--- src/core/icc_map.vh ---
`ifndef ICC_MAP_VH
`define ICC_MAP_VH

// register byte offsets
`define ICC_OFF_CTRL 8'h00
`define ICC_OFF_BUF 8'h04
`define ICC_OFF_STAT 8'h08
`define ICC_OFF_MASK 8'h0C

// control register fields
`define ICC_TMR_BIT 7
`define ICC_ICI_HI 6
`define ICC_ICI_LO 5
`define ICC_OV_BIT 4
`define ICC_BNE_BIT 3
`define ICC_MODE_HI 2
`define ICC_MODE_LO 0

// status and mask fields
`define ICC_ST_CAP_BIT 0
`define ICC_ST_OV_BIT 1
`define ICC_ST_W 2

// reset values
`define ICC_CTRL_RST 8'h00
`define ICC_MASK_RST 2'b00

// capture mode codes
`define ICC_M_OFF 3'b000
`define ICC_M_BOTH 3'b001
`define ICC_M_FALL 3'b010
`define ICC_M_RISE 3'b011
`define ICC_M_DIV4 3'b100
`define ICC_M_DIV16 3'b101
`define ICC_M_UNUSED 3'b110
`define ICC_M_INTONLY 3'b111

// prescaler terminal counts
`define ICC_DIV4_LAST 4'h3
`define ICC_DIV16_LAST 4'hF

`endif

--- src/core/icc_core.v ---
// How it works
// - control bit 7 picks which of two timers gets captured.
// - two-bit field sets captures per interrupt: one to four events.
// - read-only overflow flag sets when a capture finds the buffer full.
// - mode 111: rising edge raises interrupt only, other bits ignored.
// - mode 110 is unused: no captures or interrupts, and overflow is not cleared.
// - mode 101 captures every 16th rising edge, 100 every 4th.
// - mode 011 captures every rising edge, 010 every falling edge.
// - mode 001 captures both edges; interrupt on every capture.
`timescale 1ns/1ps
`include "icc_map.vh"

module icc_core #(
  parameter TW = 16,
  parameter DEPTH = 4,
  parameter AW = 2
) (
  // clock and reset
  input wire pclk,
  input wire presetn,
  // apb slave
  input wire psel,
  input wire penable,
  input wire pwrite,
  input wire [7:0] paddr,
  input wire [31:0] pwdata,
  output wire pready,
  output wire pslverr,
  output reg [31:0] prdata,
  // capture input pin
  input wire cap_pin,
  // timer count values
  input wire [TW-1:0] timer_a,
  input wire [TW-1:0] timer_b,
  // interrupt
  output wire irq
);

  // ****************************************
  // declarations
  // ****************************************
  reg tmr_sel_r;
  reg [1:0] ici_r;
  reg [2:0] mode_r;
  reg ov_r;
  reg [`ICC_ST_W-1:0] stat_r;
  reg [`ICC_ST_W-1:0] mask_r;
  reg pin_s1_r;
  reg pin_s2_r;
  reg pin_d_r;
  reg [3:0] pre_cnt_r;
  reg [1:0] ici_cnt_r;
  reg [TW-1:0] mem_r [0:DEPTH-1];
  reg [AW-1:0] wr_ptr_r;
  reg [AW-1:0] rd_ptr_r;
  reg [AW:0] cnt_r;
  reg pop_pend_r;
  reg [31:0] rd_mux;
  wire setup;
  wire access;
  wire wr_en;
  wire wr_en_ctrl;
  wire ici_hit;
  wire addr_ok;
  wire rise;
  wire fall;
  wire mode_off;
  wire pre_mode;
  wire [3:0] pre_last;
  wire pre_hit;
  reg cap_evt;
  wire int_evt;
  wire full;
  wire empty;
  wire push;
  wire pop;
  wire ov_evt;
  wire [TW-1:0] cap_val;
  wire [7:0] ctrl_rd;

  // ****************************************
  // apb decode
  // ****************************************

  // slave never stalls, so pready stays high
  assign setup = psel & ~penable;
  assign access = psel & penable;
  assign wr_en = access & pwrite;
  assign addr_ok = (paddr == `ICC_OFF_CTRL) |
                   (paddr == `ICC_OFF_BUF) |
                   (paddr == `ICC_OFF_STAT) |
                   (paddr == `ICC_OFF_MASK);
  assign pready = 1'b1;
  assign pslverr = access & ~addr_ok;

  // ****************************************
  // pin synchroniser and edge detect
  // ****************************************

  // second and third stages feed the edge detector, never the first
  always @(posedge pclk or negedge presetn) begin
    if (!presetn) begin
      pin_s1_r <= 1'b0;
      pin_s2_r <= 1'b0;
      pin_d_r <= 1'b0;
    end else begin
      pin_s1_r <= cap_pin;
      pin_s2_r <= pin_s1_r;
      pin_d_r <= pin_s2_r;
    end
  end

  assign rise = pin_s2_r & ~pin_d_r;
  assign fall = ~pin_s2_r & pin_d_r;

  // ****************************************
  // mode decode and prescaler
  // ****************************************

  // unused code counts as off for the interrupt counter
  assign mode_off = (mode_r == `ICC_M_OFF) |
                    (mode_r == `ICC_M_UNUSED);
  assign pre_mode = (mode_r == `ICC_M_DIV4) |
                    (mode_r == `ICC_M_DIV16);
  assign pre_last = (mode_r == `ICC_M_DIV16) ? `ICC_DIV16_LAST :
                    `ICC_DIV4_LAST;
  assign pre_hit = pre_mode & rise & (pre_cnt_r == pre_last);

  // rising edge counter for the divided modes
  always @(posedge pclk or negedge presetn) begin
    if (!presetn) begin
      pre_cnt_r <= 4'h0;
    end else if (!pre_mode || wr_en_ctrl) begin
      pre_cnt_r <= 4'h0;
    end else if (rise) begin
      if (pre_hit) begin
        pre_cnt_r <= 4'h0;
      end else begin
        pre_cnt_r <= pre_cnt_r + 4'h1;
      end
    end
  end

  // capture strobe per mode
  always @* begin
    cap_evt = 1'b0;
    case (mode_r)
      `ICC_M_BOTH: cap_evt = rise | fall;
      `ICC_M_FALL: cap_evt = fall;
      `ICC_M_RISE: cap_evt = rise;
      `ICC_M_DIV4: cap_evt = pre_hit;
      `ICC_M_DIV16: cap_evt = pre_hit;
      default: cap_evt = 1'b0;
    endcase
  end

  // ****************************************
  // captures per interrupt
  // ****************************************
  // declared up top: the prescaler clear above reads it too

  assign wr_en_ctrl = wr_en & (paddr == `ICC_OFF_CTRL);
  // field value n means interrupt on every (n+1)th capture
  assign ici_hit = (ici_cnt_r == ici_r);

  always @(posedge pclk or negedge presetn) begin
    if (!presetn) begin
      ici_cnt_r <= 2'b00;
    end else if (mode_off || wr_en_ctrl) begin
      ici_cnt_r <= 2'b00;
    end else if (cap_evt && mode_r != `ICC_M_BOTH) begin
      if (ici_hit) begin
        ici_cnt_r <= 2'b00;
      end else begin
        ici_cnt_r <= ici_cnt_r + 2'b01;
      end
    end
  end

  // both-edge mode ignores the field; int-only uses raw rise
  assign int_evt = (mode_r == `ICC_M_INTONLY) ? rise :
                   (mode_r == `ICC_M_BOTH) ? cap_evt :
                   (cap_evt & ici_hit);

  // ****************************************
  // capture buffer
  // ****************************************
  assign cap_val = tmr_sel_r ? timer_b : timer_a;
  assign full = (cnt_r == DEPTH[AW:0]);
  assign empty = (cnt_r == {(AW+1){1'b0}});
  // a capture into a full buffer is dropped, not overwritten
  assign push = cap_evt & ~full;
  assign ov_evt = cap_evt & full;
  assign pop = pop_pend_r & access;

  always @(posedge pclk) begin
    if (push) begin
      mem_r[wr_ptr_r] <= cap_val;
    end
  end

  // pointers and fill level
  always @(posedge pclk or negedge presetn) begin
    if (!presetn) begin
      wr_ptr_r <= {AW{1'b0}};
      rd_ptr_r <= {AW{1'b0}};
      cnt_r <= {(AW+1){1'b0}};
    end else begin
      if (push) begin
        wr_ptr_r <= wr_ptr_r + {{(AW-1){1'b0}}, 1'b1};
      end
      if (pop) begin
        rd_ptr_r <= rd_ptr_r + {{(AW-1){1'b0}}, 1'b1};
      end
      if (push && !pop) begin
        cnt_r <= cnt_r + {{AW{1'b0}}, 1'b1};
      end else if (pop && !push) begin
        cnt_r <= cnt_r - {{AW{1'b0}}, 1'b1};
      end
    end
  end

  // ****************************************
  // control register
  // ****************************************

  // overflow clears in hardware only, when the channel is switched off
  always @(posedge pclk or negedge presetn) begin
    if (!presetn) begin
      tmr_sel_r <= 1'b0;
      ici_r <= 2'b00;
      mode_r <= `ICC_M_OFF;
      ov_r <= 1'b0;
    end else begin
      if (wr_en_ctrl) begin
        tmr_sel_r <= pwdata[`ICC_TMR_BIT];
        ici_r <= pwdata[`ICC_ICI_HI:`ICC_ICI_LO];
        mode_r <= pwdata[`ICC_MODE_HI:`ICC_MODE_LO];
      end
      if (ov_evt) begin
        ov_r <= 1'b1;
      end else if (mode_r == `ICC_M_OFF) begin
        ov_r <= 1'b0;
      end
    end
  end

  assign ctrl_rd = {tmr_sel_r, ici_r, ov_r, ~empty, mode_r};

  // ****************************************
  // interrupt status and mask
  // ****************************************

  // a new event beats a write-one-to-clear in the same cycle
  always @(posedge pclk or negedge presetn) begin
    if (!presetn) begin
      stat_r <= {`ICC_ST_W{1'b0}};
      mask_r <= `ICC_MASK_RST;
    end else begin
      if (wr_en && paddr == `ICC_OFF_MASK) begin
        mask_r <= pwdata[`ICC_ST_W-1:0];
      end
      if (wr_en && paddr == `ICC_OFF_STAT) begin
        stat_r <= (stat_r & ~pwdata[`ICC_ST_W-1:0]) |
                  {ov_evt, int_evt};
      end else begin
        stat_r <= stat_r | {ov_evt, int_evt};
      end
    end
  end

  assign irq = |(stat_r & mask_r);

  // ****************************************
  // read path
  // ****************************************

  // read data is chosen in setup so it is stable in access
  always @* begin
    rd_mux = 32'h0000_0000;
    case (paddr)
      `ICC_OFF_CTRL: rd_mux[7:0] = ctrl_rd;
      `ICC_OFF_BUF: begin
        if (!empty) begin
          rd_mux[TW-1:0] = mem_r[rd_ptr_r];
        end
      end
      `ICC_OFF_STAT: rd_mux[`ICC_ST_W-1:0] = stat_r;
      `ICC_OFF_MASK: rd_mux[`ICC_ST_W-1:0] = mask_r;
      default: rd_mux = 32'h0000_0000;
    endcase
  end

  // the pop is booked at setup, so a capture landing in between
  // cannot slip past the value handed out
  always @(posedge pclk or negedge presetn) begin
    if (!presetn) begin
      prdata <= 32'h0000_0000;
      pop_pend_r <= 1'b0;
    end else if (setup) begin
      prdata <= pwrite ? 32'h0000_0000 : rd_mux;
      pop_pend_r <= ~pwrite & (paddr == `ICC_OFF_BUF) & ~empty;
    end else if (access) begin
      pop_pend_r <= 1'b0;
    end
  end

endmodule // icc_core

--- config.mk ---
export PLATFORM = sky130hd
export DESIGN_NAME = icc_core
export DESIGN_NICKNAME = d
export VERILOG_FILES = /design/src/core/icc_core.v
export VERILOG_INCLUDE_DIRS = /design/src /design/src/core
export SDC_FILE = /design/constraint.sdc
export NUM_CORES = 1
export LEC_CHECK = 0
export ABC_AREA = 1
export ABC_CLOCK_PERIOD_IN_PS = 2700
export BUFFER_PORTS_ARGS = -buffer_cell sky130_fd_sc_hd__buf_2
export CAP_MARGIN = 30
export CORE_AREA = 3 3 102 104
export CTS_CLUSTER_SIZE = 30
export DETAILED_ROUTE_END_ITERATION = 8
export DIE_AREA = 0 0 105 107
export HOLD_SLACK_MARGIN = 0.12
export PLACE_DENSITY = 0.8
export SETUP_SLACK_MARGIN = 0.3
export SYNTH_ARGS = -nofsm -noshare
export SYNTH_HDL_FRONTEND = slang
export SYNTH_SLANG_ARGS = --single-unit
--- constraint.sdc ---
create_clock -name pclk -period 2.7 [get_ports pclk]
set_clock_uncertainty 0.1 [all_clocks]
set_input_delay 0.27 -clock pclk [delete_from_list [all_inputs] [get_ports pclk]]
set_output_delay 0.27 -clock pclk [all_outputs]
set_load 0.005 [all_outputs]
# --- After elaboration in Yosys (flattened, before gate mapping) ---
# Memory sizes are Yosys's and may differ from the RTL's.
# Cells that the tools add are included.
word_totals:
  ff_bits: 60
  latchBits: 0
  ramBits: 64
  rom_bits: 0
  inputBits: 78
  out_inout_bits: 35
  word_cells: 115
  memories: 1
mem_list:
  columns: ["memory", "words", "word_bits", "read_ports", "rd_clocked_by_memory_dff", "write_ports", "line", "rtl"]
  rows:
  - ["mem_r", 4, 16, 1, 0, 1, "icc_core.v:53", "reg [TW-1:0] mem_r [0:DEPTH-1];"]
classes:
  n_addsub: 6
  multipliers: 0
  div: 0
  magnitude_cmp: 0
  eq_ne: 14
  shift: 0
  mux: 25
  bitwise_logic: 33
  reduce_logical: 20
op_table:
  columns: ["cell", "count"]
  rows:
  - ["$mux 16", 3]
  - ["$eq 8x4->1 const B", 2]
  - ["$mux 4", 4]
  - ["$and 1x1->1", 15]
  - ["$eq 3x3->1 const B", 5]
  - ["$pmux 6 s2", 1]
  - ["$reduce_bool 2->1", 5]
  - ["$eq 8x3->1 const B", 1]
  - ["$logic_not 8->1", 1]
  - ["$mux 1", 8]
  - ["$mux 2", 4]
  - ["$mux 8", 1]
  - ["$pmux 2 s4", 1]
  - ["$not 1->1", 7]
  - ["$add 2x1->2 const B", 3]
  - ["$eq 3x2->1 const B", 2]
  - ["$logic_not 3->1", 2]
  - ["$mux 3", 2]
  - ["$or 1x1->1", 6]
  - ["$logic_and 1x1->1", 5]
  - ["$add 4x1->4 const B", 1]
  - ["$and 2x2->2", 2]
  - ["$eq 4x4->1", 1]
  - ["$or 2x2->2", 2]
  - ["other kinds (10)", 14]

# --- Depth between registers and ports, before layout ---
# Gate-level depths: netlist of run 1.
logic_depth:
  ltp_word: 10
  mapped_depth: 15
  depth_no_buf: 14

# --- Worst setup path after synthesis of run 1 ---
# Ideal clock, no wire load.
synth_path:
  path_kind: "flip-flop to flip-flop"
  from: "register pin_d_r"
  to: "memory mem_r[0][0] (enable)"
  setup_time_ps: 389
  arrival_time_ps: 1813
  required_ps: 2211
  setup_slack_ps: 398
  stages_incl_launch_ff: 10
  path_buffers: 1
  period_less_slack_ps: 2302
  path_cell_list: "dfrtp_1 -> inv_1 -> ha_1 -> buf_2 -> nand2_1 -> nor2_2 -> nand2_2 -> nand3_4 -> nand2_4 -> nor2_1"
synth_between:
  elab_chain_len: 8
  elab_cells_between_ends: 10
  classes_between: "mux (3); bitwise (7)"
synth_rtl:
  columns: ["item", "line", "rtl"]
  rows:
  - ["start, declared", "icc_core.v:50", "reg pin_d_r;"]
  - ["start signal, assigned", "icc_core.v:109", "pin_d_r <= pin_s2_r;"]
  - ["$not 1->1", "icc_core.v:113", "assign rise = pin_s2_r & ~pin_d_r;"]
  - ["$and 1x1->1", "icc_core.v:113", null]
  - ["$and 1x1->1 (2 in a row)", "icc_core.v:127", "assign pre_hit = pre_mode & rise & (pre_cnt_r == pre_last);"]
  - ["$pmux 1 s4 *", "icc_core.v:147", "case (mode_r)"]
  - ["$and 1x1->1 *", "icc_core.v:192", "assign push = cap_evt & ~full;"]
  - ["$mux 1 *", "icc_core.v:197", "if (push) begin"]
  - ["$mux 1 (implied by the code) *", "icc_core.v:198", "mem_r[wr_ptr_r] <= cap_val;"]
  - ["end, declared", "icc_core.v:53", null]
# Mark *: on every way between the ends. The rest lies on a longest branch, timed or not.

# --- Final worst setup path of run 1 ---
layout_path:
  from: "register pin_s2_r"
  to: "register cnt_r[2]"
layout_between:
  elab_chain_len: 8
  elab_cells_between_ends: 13
  classes_between: "mux (2); bitwise (7); reduce/logical (4)"
layout_rtl:
  columns: ["item", "line", "rtl"]
  rows:
  - ["start, declared", "icc_core.v:49", "reg pin_s2_r;"]
  - ["start signal, assigned", "icc_core.v:108", "pin_s2_r <= pin_s1_r;"]
  - ["$and 1x1->1 or $not 1->1 (tied branches)", "icc_core.v:113, icc_core.v:114", null]
  - ["$and 1x1->1, on equally long branches", "icc_core.v:127, icc_core.v:114", null]
  - ["$and 1x1->1 or $or 1x1->1 (tied branches)", "icc_core.v:127, icc_core.v:148", null]
  - ["$pmux 1 s4 *", "icc_core.v:147", null]
  - ["$and 1x1->1 *", "icc_core.v:192", null]
  - ["net push", "icc_core.v:75", "wire push;"]
  - ["$logic_not 1->1", "icc_core.v:217", "end else if (pop && !push) begin"]
  - ["$logic_and 1x1->1", "icc_core.v:217", null]
  - ["$reduce_bool 2->1 (no source line)", null, null]
  - ["end signal, assigned", "icc_core.v:207", "cnt_r <= {(AW+1){1'b0}};"]
  - ["end signal, assigned", "icc_core.v:216", "cnt_r <= cnt_r + {{AW{1'b0}}, 1'b1};"]
  - ["end signal, assigned", "icc_core.v:218", "cnt_r <= cnt_r - {{AW{1'b0}}, 1'b1};"]
  - ["end, declared", "icc_core.v:56", "reg [AW:0] cnt_r;"]
# Mark *: on every way through the listed nets, which the timed path passes. The rest lies on a longest branch.
# A chain may end at the register's enable or synchronous reset.

==> reports/metrics.cfg, run 1 <==
[timing]
whs_ns=0.1322
finalMaxSlewViolations=0
hold_violations=0
setup_violations=0
rsz0062_at_grt=true
fmax_ghz=0.4267
worst_slew_pin_slew_ns=0.6083
tns_ns=0
period_share=0.8681
final.min_clock_period_ns=2.344
relSlewSlack=0.5939

[synth]
async_flop_share=0.4074
dominantRegCellSynth=edfxtp_1
yosys-top-cells-area=edfxtp_1 37%, dfrtp_1 21%, nand2_1 11%, nor2_1 3.4%, nand3_1 3.1%
postSynthCellCount=533
yosysUniqueCellTypes=41
synth_edf_count=64
synth_area_mm2=0.005210
yosysTopAreaCellShare=0.3689
synth_top_cell_by_area=edfxtp_1
ys_ff_latch=108
avgSynthCellArea_um2=9.775
ys_warn_count=0
synth_seq_area_share=0.5802

[final_layout]
drive_gt1_frac=0.2412
multiInputGateArea_mm2=0.001838
final_cell_area_mm2=0.006021
post-route-util=0.6246
insertedDiodeCount=0
seq_area_mm2=0.003023
nFillCells=808
nNetsFinal=708
syn_to_final_growth_pct=15.56

[critical_path]
crit_type=flop to flop
cp.required_ns=2.86
arrival_ns=2.50
rrSetupSlack_ns=0.36
critPathTopFamily=adder cells
setup.worst_path.end_class=flop
max_stage_delay_ns=0.43
startpoint_type=flop
crit_chain=inv_1, ha_1, inv_1, nand4_1, nand3_4, nand2_4, inv_4, ha_4, inv_4, fa_2, a21oi_2, o21ai_2, xor2_1
timing.rr.start=pin_s2_r
cp_slowest_cell=dfrtp_1
worstReg2RegEnd=cnt_r[2]
crit_fanout=3
reg2reg_depth=13
cp_num_buf_inv=4

[placed_design]
dp.final_hpwl_um=7554
placed_cell_area_mm2=0.005605
gp_congestion=0.8749
port-buffer-count=69

[min_path]
hp-start=timer_b[13]
min_path_cells=3
worstHoldEndpoint=mem_r[0][13]
hold_class=input pin to flop

[die]
initial_core_util=0.5405
fp.dieH_um=107
dieWidth_um=105
die_area_mm2=0.01124
placementRows=36
coreArea_mm2=0.009639
io_pins=113

[grt]
grt_util_met2=0.3543
grt_use_met3=0.05057
grt_use_total=0.2083
grt_pass1_wl_um=18640
grt_max_degree=35
grt_overflow_total=0
use_met1=0.2670
grt_pass1_vias=3931
top_usage_layer=met2
antenna_found_initial=0

[clock_network]
cts.sinks=108
insertion_delay_ns=0.37
path_clk_slew_ns=0.11
clk_path_buf_depth=2
cts_tree=done
cts_buffers=9
clockRootBuffer=clkbuf_8
htree_num_levels=3

[run]
maxCapViolCount=0

[power]
total_power_mw=3.418
p_per_area_mw_per_mm2=567.7
ir_drop_mv=0.3314
p_leak_nw=2.825

[detailed_routing]
drt.antenna.violating_nets=0
vias_per_cell=5.186
wirelength_um=11030
post_drt_wl_per_cell_um=14.53
drtIter0Drc=249
first_pass_iters=5
drc=0
vias=3936

[outcome]
status=finished clean

state kept, by name, indices dropped and copies added (netlist names), 2 cells and up:
register	count
cnt_r	3
ici_cnt_r	2
ici_r	2
mask_r	2
mem_r	64
mode_r	3
prdata	16
pre_cnt_r	4
rd_ptr_r	2
stat_r	2
wr_ptr_r	2
worst register-to-register path, stage by stage (launching register included):
cell and delay [ns]:
dfrtp_1 0.43, inv_1 0.06, ha_1 0.26, inv_1 0.05, nand4_1 0.14, nand3_4 0.13, nand2_4 0.06, inv_4 0.06
ha_4 0.14, inv_4 0.04, fa_2 0.36, a21oi_2 0.17, o21ai_2 0.08, xor2_1 0.14
power by group:
part           internal, mW  switching (mW)
Sequential             1.84          0.0909
Combinational         0.214           0.287
Clock                 0.390           0.592
cells in the mapped netlist, types with 4 or more instances:
master,n
a21oi_1,5
a21oi_2,4
buf_2,9
buf_4,20
dfrtp_1,44
edfxtp_1,64
ha_1,8
inv_1,37
inv_2,9
nand2_1,146
nand3_1,32
nand4_1,4
nor2_1,47
nor2_2,6
o211ai_1,4
o21ai_0,23
o21ai_1,12
o22ai_1,14
xor2_1,4
through the flow:
| step | instances | setup WS (ns) |
|---|---|---|
| 6_report | 759 | 0.3562 |
| 3_3_place_gp | 722 | 0.2478 |
| 3_5_place_dp | 723 | 0.03932 |
| 4_1_cts | 750 | 0.3120 |
| 5_1_grt | 759 | 0.2259 |
| 2_1_floorplan | 548 | 0.3985 |
timing repair:
action | 4_1_cts | 5_1_grt
setup endpoints to repair | 2 | 2
hold buffers | 9 | 0
gates resized for setup | 10 | 1
buffers inserted | 2 | 9
pin swaps | 4 | 6
hold endpoints to repair | 56 | 0
layout by cell type, fill, tap and decap left out, types with 3 or more instances in the layout:
master         Yosys  final
o211ai_1           4      4
nor2_4             3      3
nand2_2            3      3
nand4_1            4      4
dfrtp_1           44     44
inv_4              3      5
buf_2              9     69
conb_1             2     17
inv_1             37     36
nor2_1            47     47
o21ai_2            2      3
nor2_2             6      6
nand3_2            3      3
nand3_1           32     32
o22ai_1           14     14
clkbuf_8           0     10
a21oi_1            5      4
dlygate4sd3_1      0      9
nand2_1          146    146
inv_2              9      8
a21oi_2            4      5
o21ai_0           23     22
buf_4             20     18
edfxtp_1          64     64
ha_1               8      6
o21ai_1           12     12
xor2_1             4      4
routing by layer:
metal  up-vias  share of wire  wire length (µm)
met4         0          0.015               161
met2       152           0.49              5455
met1      1883           0.43              4693
met3        14          0.065               717
met5         -              0                 0
li1       1887              -                 -
cells by family (layout without fill, tap and decap cells):
kind of cell / after synthesis / in the layout / share of synthesized area
simple gates: 255 / 255 / 0.2219
flops: 108 / 108 / 0.5802
fa+ha+maj: 9 / 9 / 0.02306
other cells: 2 / 17 / 0.001441
buf+inv: 85 / 163 / 0.08453
xor+xnor: 7 / 7 / 0.01321
compound gates: 67 / 67 / 0.07565
worst max-delay path by stage:
stage	start	endpoint	slack, ns	depth (start not counted)
floorplan	pin_d_r	mem_r[0][0]	0.40	9
global placement	pin_d_r	cnt_r[2]	0.25	14
detailed placement	pin_d_r	cnt_r[2]	0.04	14
CTS	pin_s2_r	cnt_r[2]	0.31	13
global route	pin_s2_r	cnt_r[2]	0.23	13
finish	pin_s2_r	cnt_r[2]	0.36	13
cell type report:
cell class	instances	area share
Tap cell	133	0.02764
Sequential cell	108	0.5021
Clock inverter	6	0.01081
Clock buffer	10	0.02286
Multi-Input combinational cell	355	0.3053
Inverter	50	0.03325
Timing Repair Buffer	97	0.09809
Power figures use the tool's default switching activity.
==> run 2: changes to the inputs <==
--- a/config.mk
+++ b/config.mk
@@ -16,6 +16,7 @@
 export DIE_AREA = 0 0 105 107
 export HOLD_SLACK_MARGIN = 0.12
 export PLACE_DENSITY = 0.8
+export REMOVE_ABC_BUFFERS = 1
 export SETUP_SLACK_MARGIN = 0.3
 export SYNTH_ARGS = -nofsm -noshare
 export SYNTH_HDL_FRONTEND = slang
==> reports/metrics.cfg, run 2 (synthesized netlist as in run 1, its figures left out) <==
[run]
maxCapViolCount=0  ; unchanged

[die]
fp.dieH_um=107  ; unchanged
initial_core_util=0.5405  ; unchanged
placementRows=36  ; unchanged
dieWidth_um=105  ; unchanged
io_pins=113  ; unchanged
die_area_mm2=0.01124  ; unchanged
coreArea_mm2=0.009639  ; unchanged

[timing]
tns_ns=0  ; unchanged
whs_ns=0.1298  ; was 0.1322 ns
setup_violations=0  ; unchanged
hold_violations=0  ; unchanged
period_share=0.8547  ; was 0.8681
rsz0062_at_grt=true  ; unchanged
final.min_clock_period_ns=2.308  ; was 2.344 ns
relSlewSlack=0.5998  ; was 0.5939
finalMaxSlewViolations=0  ; unchanged
fmax_ghz=0.4333  ; was 0.4267 GHz
worst_slew_pin_slew_ns=0.5994  ; was 0.6083 ns

[detailed_routing]
drc=0  ; unchanged
vias=3904  ; was 3936
post_drt_wl_per_cell_um=14.60  ; was 14.53 µm
first_pass_iters=6  ; was 5
drt.antenna.violating_nets=0  ; unchanged
wirelength_um=11250  ; was 11030 µm
vias_per_cell=5.064  ; was 5.186
drtIter0Drc=270  ; was 249

[clock_network]
insertion_delay_ns=0.38  ; was 0.37 ns
clk_path_buf_depth=2  ; unchanged
cts.sinks=108  ; unchanged
clockRootBuffer=clkbuf_8  ; unchanged
path_clk_slew_ns=0.11  ; about the same
htree_num_levels=3  ; unchanged
cts_tree=done  ; unchanged
cts_buffers=9  ; unchanged

[critical_path]
max_stage_delay_ns=0.43  ; about the same
cp_num_buf_inv=4  ; unchanged
cp_common_cell=inv_1
crit_fanout=6  ; was 3
cp_slowest_cell=dfrtp_1  ; unchanged
arrival_ns=2.48  ; was 2.50 ns
setup.worst_path.end_class=flop  ; unchanged
critPathTopFamily=adder cells  ; unchanged
cp.required_ns=2.87  ; was 2.86 ns
startpoint_type=flop  ; unchanged
crit_type=flop to flop  ; unchanged
crit_chain=inv_1, ha_1, inv_1, nand4_1, nand3_4, nand2_8, clkinv_4, ha_4, inv_2, fa_2, a21oi_2, o21ai_1, xor2_1  ; was inv_1, ha_1, inv_1, nand4_1, nand3_4, nand2_4, inv_4, ha_4, inv_4, fa_2, a21oi_2, o21ai_2, xor2_1

[final_layout]
layout_common_cells=146 x nand2_1, 69 x buf_2, 64 x edfxtp_1  ; unchanged
largest_register=mem_r  ; unchanged
largest_reg_flops=64  ; unchanged
reg.largest.list=mem_r x64, prdata x16, pre_cnt_r x4  ; unchanged
post-route-util=0.6403  ; was 0.6246
drive_gt1_frac=0.2320  ; was 0.2412
nNetsFinal=720  ; was 708
insertedDiodeCount=0  ; unchanged
syn_to_final_growth_pct=18.47  ; was 15.56%
final_common_cell=nand2_1  ; unchanged

[power]
switchingPower_mw=1.033  ; was 0.9694 mW
clock_power_share=0.294  ; was 0.287
power.internal_mw=2.457  ; was 2.449 mW
p_leak_nw=2.865  ; was 2.825 nW
combPwrFrac=0.152  ; was 0.147
ir_drop_mv=0.3079  ; was 0.3314 mV
switching_share=0.2960  ; was 0.2836
seq_power_share=0.554  ; was 0.566
total_power_mw=3.490  ; was 3.418 mW
p_per_area_mw_per_mm2=565.5  ; was 567.7 mW/mm²

[grt]
grt_pass1_vias=3816  ; was 3931
grt_max_degree=35  ; unchanged
grt_pass1_wl_um=18320  ; was 18640 µm
grt_overflow_total=0  ; unchanged
grt_use_total=0.2066  ; was 0.2083
antenna_found_initial=0  ; unchanged

[outcome]
status=finished clean  ; unchanged

[min_path]
hold_class=input pin to flop  ; unchanged

[placed_design]
port-buffer-count=69  ; unchanged
gp_congestion=0.7952  ; was 0.8749
dp.final_hpwl_um=7059  ; was 7554 µm

-- run 2: worst min-delay path, cell delays in order --
cell and delay [ns]:
buf_2 0.08, nand2_1 0.04, nand2_1 0.10
-- run 2: timing repair --
item                                    4_1_cts  5_1_grt
pin swaps                                     2        5
resized for setup                             4       11
buffers inserted                              1        5
gates cloned                                  0        0
hold buffers                                 26        0
endpoints found under the setup margin        1        2
hold endpoints to repair                     60        0
-- run 2: stage by stage --
step           setup WS (ns)  area (µm²)  instances
2_1_floorplan         0.3946        5021        513
3_3_place_gp          0.2349        5585        722
3_5_place_dp          0.1960        5605        723
4_1_cts               0.3208        6097        766
5_1_grt               0.2614        6172        771
6_report              0.3923        6172        771
-- run 2: path summary, 6_finish.rpt --
check | from | end | slack [ns] | cells past startpoint
min | timer_a[7] | mem_r[0][7] | 0.13 | 3
min reg2reg | pin_s1_r | pin_s2_r | 0.27 | 0
max in group asynchronous | presetn | prdata[14] | 1.66 | 3
max reg2reg | pin_s2_r | cnt_r[2] | 0.39 | 13
min in group asynchronous | presetn | pre_cnt_r[2] | 0.30 | 2
max | pin_s2_r | cnt_r[2] | 0.39 | 13
-- run 2: cell type report --
| type | count | area (µm²) |
|---|---|---|
| clock buffer | 9 | 123.9 |
| clock inverter | 7 | 85.08 |
| fill | 777 | 3467 |
| inverter | 50 | 200.2 |
| multi-input combinational | 355 | 1849 |
| sequential | 108 | 3024 |
| tap | 133 | 166.4 |
| timing repair buffer | 109 | 723.2 |
-- run 2: routing by layer --
metal  vias to the layer above  track usage  share of wire
met4                         0      0.06279         0.0091
li1                       1919            -              -
met2                       114       0.3621           0.51
met5                         -            0              0
met1                      1863       0.2633           0.42
met3                         8      0.03612          0.053
-- run 2: power groups by stage --
stage	clock network, mW	registers (mW)	logic, mW
floorplan	0	1.95	0.320
global placement	0	1.96	0.428
detailed placement	0	1.97	0.457
CTS	1.04	1.93	0.496
global route	1.11	1.95	0.600
finish	1.03	1.93	0.531
==> run 3: changes to the inputs <==
--- a/config.mk
+++ b/config.mk
@@ -10,12 +10,12 @@
 export ABC_CLOCK_PERIOD_IN_PS = 2700
 export BUFFER_PORTS_ARGS = -buffer_cell sky130_fd_sc_hd__buf_2
 export CAP_MARGIN = 30
-export CORE_AREA = 3 3 102 104
+export CORE_AREA = 3 3 116 118
 export CTS_CLUSTER_SIZE = 30
 export DETAILED_ROUTE_END_ITERATION = 8
-export DIE_AREA = 0 0 105 107
+export DIE_AREA = 0 0 119 121
 export HOLD_SLACK_MARGIN = 0.12
-export PLACE_DENSITY = 0.8
+export PLACE_DENSITY = 0.64
 export REMOVE_ABC_BUFFERS = 1
 export SETUP_SLACK_MARGIN = 0.3
 export SYNTH_ARGS = -nofsm -noshare
==> reports/metrics.cfg, run 3 (synthesized netlist as in run 1, its figures left out) <==
[outcome]
status=finished clean  ; unchanged

[die]
die_area_mm2=0.01440  ; was 0.01124 mm²
coreArea_mm2=0.01257  ; was 0.009639 mm²
placementRows=41  ; was 36
io_pins=113  ; unchanged
dieWidth_um=119  ; was 105 µm
fp.dieH_um=121  ; was 107 µm
initial_core_util=0.4145  ; was 0.5405

[grt]
antenna_found_initial=0  ; unchanged
grt_pass1_vias=3756  ; was 3816
grt_pass1_wl_um=18310  ; was 18320 µm
grt_max_degree=35  ; unchanged
grt_use_total=0.1596  ; was 0.2066
grt_overflow_total=0  ; unchanged

[clock_network]
clockRootBuffer=clkbuf_16  ; was clkbuf_8
cts.sinks=108  ; unchanged
cts_buffers=9  ; unchanged
path_clk_slew_ns=0.08  ; was 0.11 ns
clk_path_buf_depth=2  ; unchanged
insertion_delay_ns=0.35  ; was 0.38 ns
cts_tree=done  ; unchanged
htree_num_levels=3  ; unchanged

[final_layout]
nFillCells=1158  ; was 777
syn_to_final_growth_pct=17.89  ; was 18.47%
nNetsFinal=706  ; was 720
largest_reg_flops=64  ; unchanged
drive_gt1_frac=0.2388  ; was 0.2320
reg.largest.list=mem_r x64, prdata x16, pre_cnt_r x4  ; unchanged
seq_area_mm2=0.003023  ; was 0.003024 mm²
largest_register=mem_r  ; unchanged
insertedDiodeCount=0  ; unchanged
multiInputGateArea_mm2=0.001822  ; was 0.001849 mm²
final_cell_area_mm2=0.006142  ; was 0.006172 mm²
post-route-util=0.4887  ; was 0.6403
final_cells=796  ; was 771
layout_common_cells=146 x nand2_1, 69 x buf_2, 64 x edfxtp_1  ; unchanged
final_common_cell=nand2_1  ; unchanged

[critical_path]
timing.rr.start=pin_s2_r  ; unchanged
crit_type=flop to flop  ; unchanged
crit_path_start=pin_s2_r  ; unchanged
critPathTopFamily=adder cells  ; unchanged
cp_slowest_cell=dfrtp_1  ; unchanged
cp.required_ns=2.83  ; was 2.87 ns
crit_fanout=5  ; was 6
cp_num_buf_inv=4  ; unchanged
startpoint_type=flop  ; unchanged
max_stage_delay_ns=0.36  ; was 0.43 ns
arrival_ns=2.40  ; was 2.48 ns
setup.worst_path.end_class=flop  ; unchanged
crit_chain=inv_1, ha_1, inv_1, nand4_1, nand3_4, nand2_4, inv_2, ha_1, inv_2, fa_2, a21oi_2, o21ai_1, xor2_1  ; was inv_1, ha_1, inv_1, nand4_1, nand3_4, nand2_8, clkinv_4, ha_4, inv_2, fa_2, a21oi_2, o21ai_1, xor2_1

[timing]
fmax_ghz=0.4415  ; was 0.4333 GHz
layout_setup_ws_ns=0.4349  ; was 0.3923 ns
hold_violations=0  ; unchanged
rsz0062_at_grt=true  ; unchanged
final.min_clock_period_ns=2.265  ; was 2.308 ns
relSlewSlack=0.5972  ; was 0.5998
setup_violations=0  ; unchanged
finalMaxSlewViolations=0  ; unchanged
worst_slew_pin_slew_ns=0.6033  ; was 0.5994 ns
period_share=0.8389  ; was 0.8547
whs_ns=0.1306  ; was 0.1298 ns
tns_ns=0  ; unchanged

[placed_design]
gp_congestion=0.8405  ; was 0.7952
placedCellCount=764  ; was 723
placed_cell_area_mm2=0.005669  ; was 0.005605 mm²
port-buffer-count=69  ; unchanged
dp.final_hpwl_um=7399  ; was 7059 µm
place_ws_ns=0.1682  ; was 0.1960 ns

[run]
maxCapViolCount=0  ; unchanged

[detailed_routing]
route.met2.wl_um=5473  ; was 5787 µm
drc=0  ; unchanged
vias=3743  ; was 3904
drt.antenna.violating_nets=0  ; unchanged
highest_layer=met4  ; unchanged
vias_per_cell=4.702  ; was 5.064
route.met3.wl_um=474  ; was 593 µm
wl_met1_um=5039  ; was 4770 µm
drtIter0Drc=194  ; was 270
first_pass_iters=5  ; was 6
wirelength_um=11080  ; was 11250 µm
post_drt_wl_per_cell_um=13.92  ; was 14.60 µm

[power]
ir_drop_mv=0.3626  ; was 0.3079 mV
p_per_area_mw_per_mm2=611.2  ; was 565.5 mW/mm²
p_leak_nw=2.860  ; was 2.865 nW
total_power_mw=3.754  ; was 3.490 mW

[min_path]
hold_class=input pin to flop  ; unchanged
hp-start=psel  ; was timer_a[7]

==> run 3: changes by cell type in the layout (fill, tap and decap cells not counted), moves of 2 or more <==
cell and delta:
clkinv_8 +2, inv_8 -2, clkbuf_8 -9, inv_2 +2, dlygate4sd3_1 -18, buf_4 +4, clkbuf_16 +9
==> run 3: path summary, 6_finish.rpt <==
| path | end | slack, ns | cells after the start |
|---|---|---|---|
| worst max-delay path | cnt_r[2] | 0.43 | 13 |
| worst min-delay path | pop_pend_r | 0.13 | 4 |
| worst max register to register | cnt_r[2] | 0.43 | 13 |
| worst min register to register | pin_s2_r | 0.26 | 0 |
| max in group asynchronous | ici_r[1] | 1.77 | 3 |
| min in group asynchronous | pre_cnt_r[2] | 0.25 | 2 |
==> run 3: worst min-delay path: stages <==
cell and delay (ns):
buf_2 0.10, inv_2 0.05, nand2_1 0.05, o21ai_0 0.06
==> run 3: per-layer routing <==
metal | global-route usage | vias to the layer above
li1 | - | 1896
met1 | 0.2064 | 1751
met2 | 0.2766 | 86
met3 | 0.03403 | 10
met4 | 0.03548 | 0
met5 | 0 | -
==> run 3: where the power goes <==
group | internal [mW] | switching (mW) | leakage (nW)
clock network | 0.668 | 0.666 | 0.152
registers | 1.84 | 0.0877 | 1.13
logic | 0.209 | 0.279 | 1.57
==> run 3: area by class of cell <==
class,instances,area share
flip-flops and latches,108,0.4922
multi-input cells,355,0.2966
repair buffers,95,0.09330
clock buffers,9,0.03667
well taps,172,0.03504
inverters,50,0.03178
clock inverters,7,0.01446
==> run 3: repair_timing <==
action,CTS,global route
pin swaps,2,2
resized for setup,3,4
hold buffers,8,0
buffers inserted,4,4
hold endpoints to repair,51,0
setup endpoints to repair,1,2
